===== src/hdl/dscg_pkg.sv =====
// Constants, types and helpers for the deep-sleep unit clock gating block
package dscg_pkg;

  localparam int          ADDR_W = 12;
  localparam int          DATA_W = 32;

  // Register offsets
  localparam logic [11:0] RUN_ENABLES_OFS   = 12'h108;
  localparam logic [11:0] SLEEP_ENABLES_OFS = 12'h118;
  localparam logic [11:0] DEEP_ENABLES_OFS  = 12'h128;
  localparam logic [11:0] RUN_CLOCK_CFG_OFS = 12'h060;
  localparam logic [11:0] FAULT_STATUS_OFS  = 12'h200;
  localparam logic [11:0] FAULT_MASK_OFS    = 12'h204;

  // Reset values of the gating, config and fault words; implemented bits of the gating words
  localparam logic [31:0] GATE_RESET     = 32'h0000_0000;
  localparam logic [31:0] GATE_IMPL_MASK = 32'h5000_007f;
  localparam logic [31:0] CFG_RESET      = 32'h0000_0000;
  localparam logic [31:0] IRQ_RESET      = 32'h0000_0000;

  // Field positions
  localparam int          PHY_BIT   = 30;
  localparam int          MAC_BIT   = 28;
  localparam int          PORT_LSB  = 0;
  localparam int          PORT_MSB  = 6;
  localparam int          AUTO_GATE_BIT = 27;
  localparam int          UNIT_NUM  = 9;

  // Power mode input codes
  localparam logic [1:0]  PWR_RUN   = 2'h0;
  localparam logic [1:0]  PWR_SLEEP = 2'h1;
  localparam logic [1:0]  PWR_DEEP  = 2'h2;

  typedef enum logic [2:0] {
    MODE_RUN   = 3'b001,
    MODE_SLEEP = 3'b010,
    MODE_DEEP  = 3'b100
  } dscg_mode_t;

  // One bit per controlled unit, packed in register order
  typedef struct packed {
    logic       eth_phy_clock_gate;
    logic       eth_mac_clock_gate;
    logic [6:0] port_clock_gate;
  } dscg_units_t;

  typedef struct packed {
    logic        wr;
    logic        rd;
    logic [11:0] addr;
    logic [31:0] wdata;
  } dscg_req_t;

  function automatic dscg_units_t word_to_units(input logic [31:0] w);
    dscg_units_t u;
    u.eth_phy_clock_gate = w[PHY_BIT];
    u.eth_mac_clock_gate = w[MAC_BIT];
    u.port_clock_gate    = w[PORT_MSB:PORT_LSB];
    return u;
  endfunction : word_to_units

  function automatic logic [31:0] units_to_word(input dscg_units_t u);
    logic [31:0] w;
    w                    = 32'h0000_0000;
    w[PHY_BIT]           = u.eth_phy_clock_gate;
    w[MAC_BIT]           = u.eth_mac_clock_gate;
    w[PORT_MSB:PORT_LSB] = u.port_clock_gate;
    return w;
  endfunction : units_to_word

endpackage : dscg_pkg


===== src/hdl/dscg_gate_word.sv =====
// One gating word: writable implemented bits, reserved bits held at zero
`timescale 1ns/10ps
module dscg_gate_word #(
  parameter logic [31:0] IMPL_MASK = dscg_pkg::GATE_IMPL_MASK
) (
  input  wire logic        mclk_in,
  input  wire logic        rst_n_in,
  input  wire logic        wr_en_in,
  input  wire logic [31:0] wdata_in,
  output logic      [31:0] value_out
);

  logic [31:0] next_value;

  always_comb begin
    next_value = value_out;
    if (wr_en_in) begin
      next_value = wdata_in & IMPL_MASK;
    end
  end

  always_ff @(posedge mclk_in or negedge rst_n_in) begin
    if (!rst_n_in) begin
      value_out <= dscg_pkg::GATE_RESET;
    end else begin
      value_out <= next_value;
    end
  end

endmodule : dscg_gate_word


===== src/hdl/dscg_top.sv =====
// Unit clock gating control with run, sleep and deep-sleep enable words
// Behaviour
// Deep-sleep word at 0x128, read/write, resets zero
// Set bit clocks its unit, clear stops it
// Access to a gated unit raises bus fault
// All gating bits read zero after reset
// Separate run, sleep and deep-sleep words
// Sleep words act only with auto gating
// Bit 30 gates the Ethernet PHY clock
// Bit 28 gates the Ethernet MAC clock
// Bits 6..0 gate ports G down to A
// Reserved bits read zero; software preserves them
// Software enables units needed in deep-sleep
// Deep-sleep word governs clocks only there
`timescale 1ns/10ps
module dscg_top (
  input  wire logic                  mclk_in,
  input  wire logic                  rst_n_in,
  input  wire dscg_pkg::dscg_req_t   req_in,
  output logic [31:0]                rd_data_out,
  input  wire logic [1:0]            power_mode_in,
  input  wire dscg_pkg::dscg_units_t unit_access_in,
  output dscg_pkg::dscg_units_t      unit_clk_en_out,
  output logic                       bus_fault_out,
  output logic                       irq_out
);

  localparam int WORDS = 3;
  localparam logic [11:0] WORD_OFS [WORDS] = '{
    dscg_pkg::RUN_ENABLES_OFS,
    dscg_pkg::SLEEP_ENABLES_OFS,
    dscg_pkg::DEEP_ENABLES_OFS
  };

  logic [31:0]           gate_word [WORDS];
  logic [31:0]           run_unit_clock_enables;
  logic [31:0]           sleep_unit_clock_enables;
  logic [31:0]           deep_sleep_unit_clock_enables;
  logic [31:0]           run_clock_config;
  logic                  auto_clock_gating;
  logic [31:0]           fault_status;
  logic [31:0]           fault_mask;
  dscg_pkg::dscg_mode_t  mode;
  dscg_pkg::dscg_units_t fault_units;

  logic [31:0]           next_run_clock_config;
  logic [31:0]           next_fault_status;
  logic [31:0]           next_fault_mask;
  logic [31:0]           next_rd_data;
  dscg_pkg::dscg_mode_t  next_mode;
  dscg_pkg::dscg_units_t next_unit_clk_en;
  logic                  next_bus_fault;

  // Three independent words, one per operating mode
  genvar gi;
  generate
    for (gi = 0; gi < WORDS; gi++) begin : g_word
      dscg_gate_word #(
        .IMPL_MASK (dscg_pkg::GATE_IMPL_MASK)
      ) u_word (
        .mclk_in   (mclk_in),
        .rst_n_in  (rst_n_in),
        .wr_en_in  (req_in.wr && req_in.addr == WORD_OFS[gi]),
        .wdata_in  (req_in.wdata),
        .value_out (gate_word[gi])
      );
    end
  endgenerate

  assign run_unit_clock_enables        = gate_word[0];
  assign sleep_unit_clock_enables      = gate_word[1];
  assign deep_sleep_unit_clock_enables = gate_word[2];
  assign auto_clock_gating             = run_clock_config[dscg_pkg::AUTO_GATE_BIT];

  // Operating mode tracking; the unused code falls back to run
  always_comb begin
    unique case (power_mode_in)
      dscg_pkg::PWR_SLEEP: next_mode = dscg_pkg::MODE_SLEEP;
      dscg_pkg::PWR_DEEP:  next_mode = dscg_pkg::MODE_DEEP;
      default:             next_mode = dscg_pkg::MODE_RUN;
    endcase
  end

  always_ff @(posedge mclk_in or negedge rst_n_in) begin
    if (!rst_n_in) begin
      mode <= dscg_pkg::MODE_RUN;
    end else begin
      mode <= next_mode;
    end
  end

  // Effective unit enables; registered so the gate cells see glitch-free levels
  always_comb begin
    next_unit_clk_en = dscg_pkg::word_to_units(run_unit_clock_enables);
    if (auto_clock_gating) begin
      unique case (mode)
        dscg_pkg::MODE_SLEEP: begin
          next_unit_clk_en = dscg_pkg::word_to_units(sleep_unit_clock_enables);
        end
        dscg_pkg::MODE_DEEP: begin
          // Bit 30 PHY, bit 28 MAC, bits 6..0 ports
          next_unit_clk_en = dscg_pkg::word_to_units(deep_sleep_unit_clock_enables);
        end
        dscg_pkg::MODE_RUN: begin
          next_unit_clk_en = dscg_pkg::word_to_units(run_unit_clock_enables);
        end
      endcase
    end
  end

  // Fault on any access to a unit whose clock is stopped
  always_comb begin
    fault_units    = unit_access_in & ~unit_clk_en_out;
    next_bus_fault = |fault_units;
  end

  always_ff @(posedge mclk_in or negedge rst_n_in) begin
    if (!rst_n_in) begin
      unit_clk_en_out <= '0;
      bus_fault_out   <= 1'b0;
    end else begin
      unit_clk_en_out <= next_unit_clk_en;
      bus_fault_out   <= next_bus_fault;
    end
  end

  // Configuration, fault status and mask; a new fault wins over its clear
  always_comb begin
    next_run_clock_config = run_clock_config;
    next_fault_mask       = fault_mask;
    next_fault_status     = fault_status;
    if (req_in.wr) begin
      unique case (req_in.addr)
        dscg_pkg::RUN_CLOCK_CFG_OFS: begin
          next_run_clock_config = req_in.wdata;
        end
        dscg_pkg::FAULT_MASK_OFS: begin
          next_fault_mask = req_in.wdata & dscg_pkg::GATE_IMPL_MASK;
        end
        dscg_pkg::FAULT_STATUS_OFS: begin
          next_fault_status = fault_status & ~req_in.wdata;
        end
        default: begin
          next_fault_mask = fault_mask;
        end
      endcase
    end
    next_fault_status = next_fault_status | dscg_pkg::units_to_word(fault_units);
  end

  always_ff @(posedge mclk_in or negedge rst_n_in) begin
    if (!rst_n_in) begin
      run_clock_config <= dscg_pkg::CFG_RESET;
      fault_status     <= dscg_pkg::IRQ_RESET;
      fault_mask       <= dscg_pkg::IRQ_RESET;
    end else begin
      run_clock_config <= next_run_clock_config;
      fault_status     <= next_fault_status;
      fault_mask       <= next_fault_mask;
    end
  end

  assign irq_out = |(fault_status & fault_mask);

  // Read data one cycle after the strobe; unmapped and idle read zero
  always_comb begin
    next_rd_data = 32'h0000_0000;
    if (req_in.rd) begin
      unique case (req_in.addr)
        dscg_pkg::RUN_ENABLES_OFS:   next_rd_data = run_unit_clock_enables;
        dscg_pkg::SLEEP_ENABLES_OFS: next_rd_data = sleep_unit_clock_enables;
        dscg_pkg::DEEP_ENABLES_OFS:  next_rd_data = deep_sleep_unit_clock_enables;
        dscg_pkg::RUN_CLOCK_CFG_OFS: next_rd_data = run_clock_config;
        dscg_pkg::FAULT_STATUS_OFS:  next_rd_data = fault_status;
        dscg_pkg::FAULT_MASK_OFS:    next_rd_data = fault_mask;
        default:                     next_rd_data = 32'h0000_0000;
      endcase
    end
  end

  always_ff @(posedge mclk_in or negedge rst_n_in) begin
    if (!rst_n_in) begin
      rd_data_out <= 32'h0000_0000;
    end else begin
      rd_data_out <= next_rd_data;
    end
  end
endmodule : dscg_top


===== config.mk =====
export PLATFORM = sky130hd
export DESIGN_NAME = dscg_top
export DESIGN_NICKNAME = d
export VERILOG_FILES = /design/src/hdl/dscg_pkg.sv /design/src/hdl/dscg_gate_word.sv /design/src/hdl/dscg_top.sv
export SDC_FILE = /design/constraint.sdc
export NUM_CORES = 1
export LEC_CHECK = 0
export ABC_AREA = 1
export BUFFER_PORTS_ARGS = -buffer_cell sky130_fd_sc_hd__clkbuf_2
export CAP_MARGIN = 10
export CORE_ASPECT_RATIO = 1.25
export CORE_MARGIN = 2
export CORE_UTILIZATION = 60
export CTS_BUF_LIST = sky130_fd_sc_hd__clkbuf_4 sky130_fd_sc_hd__clkbuf_8
export CTS_CLUSTER_SIZE = 40
export DETAILED_ROUTE_END_ITERATION = 12
export PLACE_DENSITY_LB_ADDON = 0.12
export SETUP_SLACK_MARGIN = 0.3
export SLEW_MARGIN = 10
export SYNTH_ARGS = -nofsm -noshare
export SYNTH_HDL_FRONTEND = slang
export SYNTH_SLANG_ARGS = --single-unit

===== constraint.sdc =====
create_clock -name mclk_in -period 2.7 [get_ports mclk_in]
set_clock_uncertainty 0.05 [all_clocks]
set_input_delay 0.675 -clock mclk_in [delete_from_list [all_inputs] [get_ports mclk_in]]
set_output_delay 0.675 -clock mclk_in [all_outputs]
set_load 0.03 [all_outputs]

==> results.sh, run 1 <==
export IMPL_synthFlopType="dfrtp_1"
export IMPL_cts_tree="done"
export IMPL_ant_nets=0
export IMPL_synth_most_common_cell="nand2_1"
export IMPL_end_kind="primary output"
export IMPL_place_congestion=0.9846
export IMPL_cts_root_buf="clkbuf_8"
export IMPL_grt_use_met2=0.5401
export IMPL_io_pins=102
export IMPL_core_rowCount=42
export IMPL_syn_nets=834
export IMPL_synth_warnings=0
export IMPL_period_share=0.8432
export IMPL_synth_area_top_cells="dfrtp_1, nand2_1, nand3_1"
export IMPL_start_util=0.6188
export IMPL_worst_slew_pin_slew_ns=0.7009
export IMPL_use_met1=0.3671
export IMPL_hold_class="in -> async"
export IMPL_drt_iter0_drc=416
export IMPL_hpwl_um=12360
export IMPL_path_clk_slew_ns=0.08
export IMPL_yosysTopAreaCell="dfrtp_1"
export IMPL_power_uw=4200
export IMPL_synth_seq_cells=145
export IMPL_post_place_ws_ns=0.2184
export IMPL_cts_hold_buf=0
export IMPL_p_per_area_mw_per_mm2=545.9
export IMPL_grt_first_pass_wirelength_um=28190
export IMPL_fin_crit_ns=2.277
export IMPL_synth_edf_count=0
export IMPL_leakage_uw=0.003945
export IMPL_die_h_um=121.3
export IMPL_start_kind="flop"
export IMPL_slew_violations=0
export IMPL_maxCapViolations=0
export IMPL_drc_errors=0
export IMPL_setup_tns_ns=0
export IMPL_avgSynthCellArea_um2=8.540
export IMPL_final_nets=941
export IMPL_rsz0062_at_grt="false"
export IMPL_async_reset_ff_frac=1.000
export IMPL_track_usage=0.3099
export IMPL_use_met3=0.04839
export IMPL_fmax_mhz=439.2
export IMPL_portBuffers=101
export IMPL_synth_cell_type_count=33
export IMPL_wl_um=17280
export IMPL_syn_inst=773
export IMPL_dr_pass1_iters=8
export IMPL_setup_viol_count_final=0
export IMPL_crit_chain="a22o_1 > a21oi_1 > nand4_1 > buf_2"
export IMPL_synthesis_area_mm2=0.006601
export IMPL_core_area_mm2=0.01067
export IMPL_synth_top_area_share=0.5459
export IMPL_seq_area_frac_synth=0.5498
export IMPL_dieArea_mm2=0.01186
export IMPL_cpPeakStageDelay_ns=0.45
export IMPL_grt_pass1_vias=5771
export IMPL_hold_ws_ns=0.1518
export IMPL_h_tree_depth=4
export IMPL_reg2reg_from="run_clock_config[27]$_DFFE_PN0P_"
export IMPL_status="finished clean"
export IMPL_die_x_um=97.82
export IMPL_grt_max_degree=60
export IMPL_clockBufferDepth=2
export IMPL_clk_insertion_delay_late_ns=0.44
export IMPL_crit_start="fault_status[0]$_DFF_PN0_"
export IMPL_cts_buffers=17
export IMPL_drive_gt1_frac=0.2228
export IMPL_critPathMaxFanout=3
export IMPL_diodes=0
export IMPL_hold_viol=0
export IMPL_synth_commonest_cells="nand2_1, dfrtp_1, nand3_1, inv_1, o21ai_0"
export IMPL_path_class="reg -> out"
export IMPL_max_slew_margin_rel=0.5327
export IMPL_cts_setup_buffers=0
export IMPL_via_per_inst=5.554
export IMPL_wire_per_inst_um=16.86
export IMPL_grt_most_used_layer="met2"
export IMPL_synthToLayoutAreaGrowth_pct=16.55
export IMPL_worstPathRequired_ns=1.98
export IMPL_num_vias=5693
export IMPL_slowest_stage="dfrtp_1"
export IMPL_vdd_drop_max_uv=457.6
export IMPL_antenna_found_initial=0
export IMPL_setup_ws_ns=0.4232
export IMPL_worstPathArrival_ns=1.55
export IMPL_clock_sinks=145
export IMPL_grt_remaining_overflow=0
## path summary, 6_finish.rpt
check,to,slack (ns),cells after the start
min,unit_clk_en_out[0]$_DFF_PN0_,0.15,1
max reg2reg,unit_clk_en_out[7]$_DFF_PN0_,0.85,3
min reg2reg,run_clock_config[25]$_DFFE_PN0P_,0.43,2
max,irq_out,0.42,4
max in group asynchronous,rd_data_out[8]$_DFF_PN0_,1.72,2
min in group mclk_in,fault_status[22]$_DFFE_PN0P_,0.37,2
## cell usage in the layout, fill, tap and decap left out, drive strengths merged
cell / instances
a21oi: 6
o21ai: 75
o22ai: 1
nand4: 14
inv: 87
a221oi: 1
buf: 18
nor3: 2
a22o: 1
a21boi: 23
nor2: 68
dfrtp: 144
dfstp: 1
ha: 2
bufinv: 3
nor4: 1
clkinv: 7
nand2: 225
clkinvlp: 2
nand3: 95
clkbuf: 117
## state kept, by name, summed over array words and instances (netlist names)
| name | flops |
|---|---|
| bus_fault_out | 1 |
| unit_clk_en_out | 9 |
| fault_status | 32 |
| rd_data_out | 32 |
| g_word.u_word.value_out | 27 |
| mode | 3 |
| fault_mask | 9 |
| run_clock_config | 32 |
## critical path: cells and delay by family (launching register included)
kind	cells	cell delay [ns]
flip-flops	1	0.45
AO/OA/AOI/OAI	2	0.35
buffers and inverters	1	0.20
AND/OR/NAND/NOR	1	0.12
## per-layer routing
layer  routed length, um  vias to the layer above  share of wire
met5                   0                        -              0
met4                 716                        0          0.041
met3                1008                       47          0.058
met2                9169                      203           0.53
met1                6388                     2756           0.37
li1                    -                     2687              -
## timing repair
action | CTS | global route
setup endpoints to repair | 0 | 1
gates resized for setup | 0 | 1
endpoints found under the hold margin | 0 | 0
## power breakdown
| group | switching [uW] | internal, uW |
|---|---|---|
| Sequential | 6.78 | 2180 |
| Clock | 852 | 951 |
| Combinational | 151 | 60.7 |
## area by class of cell
| type | instances | area (um2) |
|---|---|---|
| clock buffers | 18 | 247.7 |
| flip-flops and latches | 145 | 3630 |
| multi-input cells | 514 | 2497 |
| clock inverters | 14 | 176.4 |
| repair buffers | 117 | 656.9 |
| inverters | 85 | 320.3 |
| fillers | 873 | 2974 |
| well taps | 132 | 165.2 |
## cells by family after synthesis
| kind of cell | count (synthesis) | share of synthesized area |
|---|---|---|
| AND/OR/NAND/NOR | 405 | 0.2820 |
| AO/OA/AOI/OAI | 107 | 0.09117 |
| adder cells (fa/ha/maj) | 2 | 0.003790 |
| flip-flops | 145 | 0.5498 |
| buffers and inverters | 114 | 0.07316 |
## through the flow
step | instance area [um2] | cells | utilization
finish | 7694 | 1025 | 0.7212
CTS | 7694 | 1025 | 0.7212
detailed placement | 7269 | 993 | 0.6814
global placement | 7269 | 993 | 0.6814
floorplan | 6601 | 773 | -
global route | 7694 | 1025 | 0.7212
Note: power is estimated with default switching activity, not from simulation.
==> run 2: changes to the inputs <==
Settings changed: CORE_UTILIZATION 60 to 53.
Clock period 2.7 ns to 1.8 ns, I/O delays scaled along.
==> run 2 against run 1 <==
The run now ends with setup timing left. Final area rose by 13%. Highest routed layer unchanged. Cell count is 6.5% higher. Via count up 2.3%. Clock power up 60%. First-iteration DRC count down 12%. Largest power group unchanged. Die area grew 13%.
==> results.sh, run 2 (synthesis results as in run 1) <==
export IMPL_max_slew_margin_rel=0.7296
export IMPL_track_usage=0.2838
export IMPL_dr_pass1_iters=5
export IMPL_synthToLayoutAreaGrowth_pct=31.24
export IMPL_multi_input_comb_area_mm2=0.002561
export IMPL_period_share=1.125
export IMPL_clk_insertion_delay_late_ns=0.47
export IMPL_via_per_inst=5.333
export IMPL_drc_errors=0
export IMPL_wl_um=18190
export IMPL_critPathMaxFanout=2
export IMPL_die_h_um=128.8
export IMPL_layout_commonest_cell="nand2_1"
export IMPL_worst_slew_pin_slew_ns=0.4014
export IMPL_hold_viol=0
export IMPL_path_class="reg -> out"
export IMPL_nFillCells=961
export IMPL_final_nets=976
export IMPL_num_vias=5824
export IMPL_place_congestion=0.9225
export IMPL_endpoint="irq_out"
export IMPL_reg2reg_depth=7
export IMPL_grt_remaining_overflow=0
export IMPL_cts_buffers=17
export IMPL_seqCellArea_mm2=0.003630
export IMPL_wire_per_inst_um=16.65
export IMPL_grt_pass1_vias=5816
export IMPL_reg_top3="fault_status: 32 flops, rd_data_out: 32 flops, run_clock_config: 32 flops"
export IMPL_hpwl_um=12670
export IMPL_rsz0062_at_grt="true"
export IMPL_clockBufferDepth=2
export IMPL_h_tree_depth=4
export IMPL_setup_viol_count_final=1
export IMPL_violations="setup timing"
export IMPL_finalInstanceArea_mm2=0.008663
export IMPL_maxCapViolations=0
export IMPL_post_place_ws_ns=-0.02701
export IMPL_cpPeakStageDelay_ns=0.40
export IMPL_drive_gt1_frac=0.2640
export IMPL_setup_ws_ns=-0.2247
export IMPL_reg2reg_slack_ns=0.39
export IMPL_cts_tree="done"
export IMPL_cts_root_buf="clkbuf_8"
export IMPL_die_x_um=103.8
export IMPL_crit_start="fault_status[4]$_DFF_PN0_"
export IMPL_drt_iter0_drc=365
export IMPL_start_util=0.5428
export IMPL_fmax_mhz=493.9
export IMPL_path_clk_slew_ns=0.08
export IMPL_reg2reg_from="mode[0]$_DFF_PN1_"
export IMPL_fin_crit_ns=2.025
export IMPL_status="complete, but fails checks"
export IMPL_p_per_area_mw_per_mm2=752.1
export IMPL_leakage_uw=0.004304
export IMPL_diodes=0
export IMPL_end_kind="primary output"
export IMPL_setup_tns_ns=-0.2247
export IMPL_dieArea_mm2=0.01337
export IMPL_antenna_found_initial=0
export IMPL_place_area_mm2=0.007652
export IMPL_io_pins=102
export IMPL_slowest_stage="dfrtp_1"
export IMPL_core_area_mm2=0.01216
export IMPL_hold_class="in -> reg"
export IMPL_slew_violations=0
export IMPL_grt_first_pass_wirelength_um=28920
export IMPL_start_kind="flop"
export IMPL_final_cell_mix="nand2_1, dfrtp_1, nand3_1"
export IMPL_crit_chain="nand2_2 > nand2_1 > a221oi_2 > nand4_1 > clkbuf_8"
export IMPL_worstPathArrival_ns=1.52
export IMPL_portBuffers=101
export IMPL_core_rowCount=45
export IMPL_clock_sinks=145
export IMPL_vdd_drop_max_uv=770.7
export IMPL_ant_nets=0
export IMPL_worstReg2RegEnd="unit_clk_en_out[2]$_DFF_PN0_"
export IMPL_worstPathRequired_ns=1.30
export IMPL_grt_max_degree=48
-- run 2: cell count changes in the layout (fill, tap and decap cells not counted), sizes merged --
cell         previous run  this run
dlygate4sd3             0         1
clkinv                  7         4
buf                    18        93
inv                    87        86
bufinv                  3         4
clkbuf                117        78
clkinvlp                2         3
-- run 2: area by class of cell --
| type | instances | area share |
|---|---|---|
| clock inverters | 12 | 0.02065 |
| flip-flops and latches | 145 | 0.4190 |
| inverters | 85 | 0.03726 |
| repair buffers | 152 | 0.1727 |
| well taps | 164 | 0.02369 |
| multi-input cells | 514 | 0.2956 |
| clock buffers | 20 | 0.03105 |
-- run 2: critical path: cells and delay by family (launching register included) --
family	cells	cell delay, ns
AO/OA/AOI/OAI	1	0.17
buffers and inverters	1	0.19
flip-flops	1	0.40
AND/OR/NAND/NOR	3	0.30
-- run 2: how the worst min path moves through the flow --
stage,from,end,slack (ns),cells after the start
6_report,req_in[15],fault_status[15]$_DFFE_PN0P_,0.12,2
5_1_grt,req_in[31],fault_status[31]$_DFFE_PN0P_,0.11,2
4_1_cts,req_in[15],fault_status[15]$_DFFE_PN0P_,0.10,2
3_5_place_dp,rst_n_in,fault_status[6]$_DFF_PN0_,0.31,1
3_3_place_gp,rst_n_in,fault_status[6]$_DFF_PN0_,0.31,1
2_1_floorplan,rst_n_in,bus_fault_out$_DFF_PN0_,0.10,0
-- run 2: routing by layer --
layer	part of all wire	wire length [um]	track usage
met4	0.057	1038	0.1932
met3	0.050	902	0.05927
met5	0	0	0
met2	0.52	9529	0.4954
met1	0.37	6716	0.3141
-- run 2: metrics by stage --
| stage | std cells | power, uW | hold WS [ns] | util |
|---|---|---|---|---|
| after CTS | 1088 | 6548 | 0.1045 | 0.7047 |
| final | 1092 | 6515 | 0.1164 | 0.7123 |
| after floorplan | 773 | 3465 | 0.1044 | - |
| after global placement | 1045 | 3683 | 0.3060 | 0.6292 |
| after detailed placement | 1045 | 3690 | 0.3106 | 0.6292 |
| after global routing | 1092 | 6718 | 0.1133 | 0.7123 |
-- run 2: power breakdown --
part	switching, uW	internal, uW
Clock	1270	1610
Sequential	9.63	3270
Combinational	243	113
-- run 2: repair_timing --
action	in CTS	in global routing
gates cloned	0	0
buffers inserted	10	4
setup endpoints to repair	43	47
hold buffers	1	0
endpoints found under the hold margin	30	0
resized for setup	88	45
pin swaps	2	1
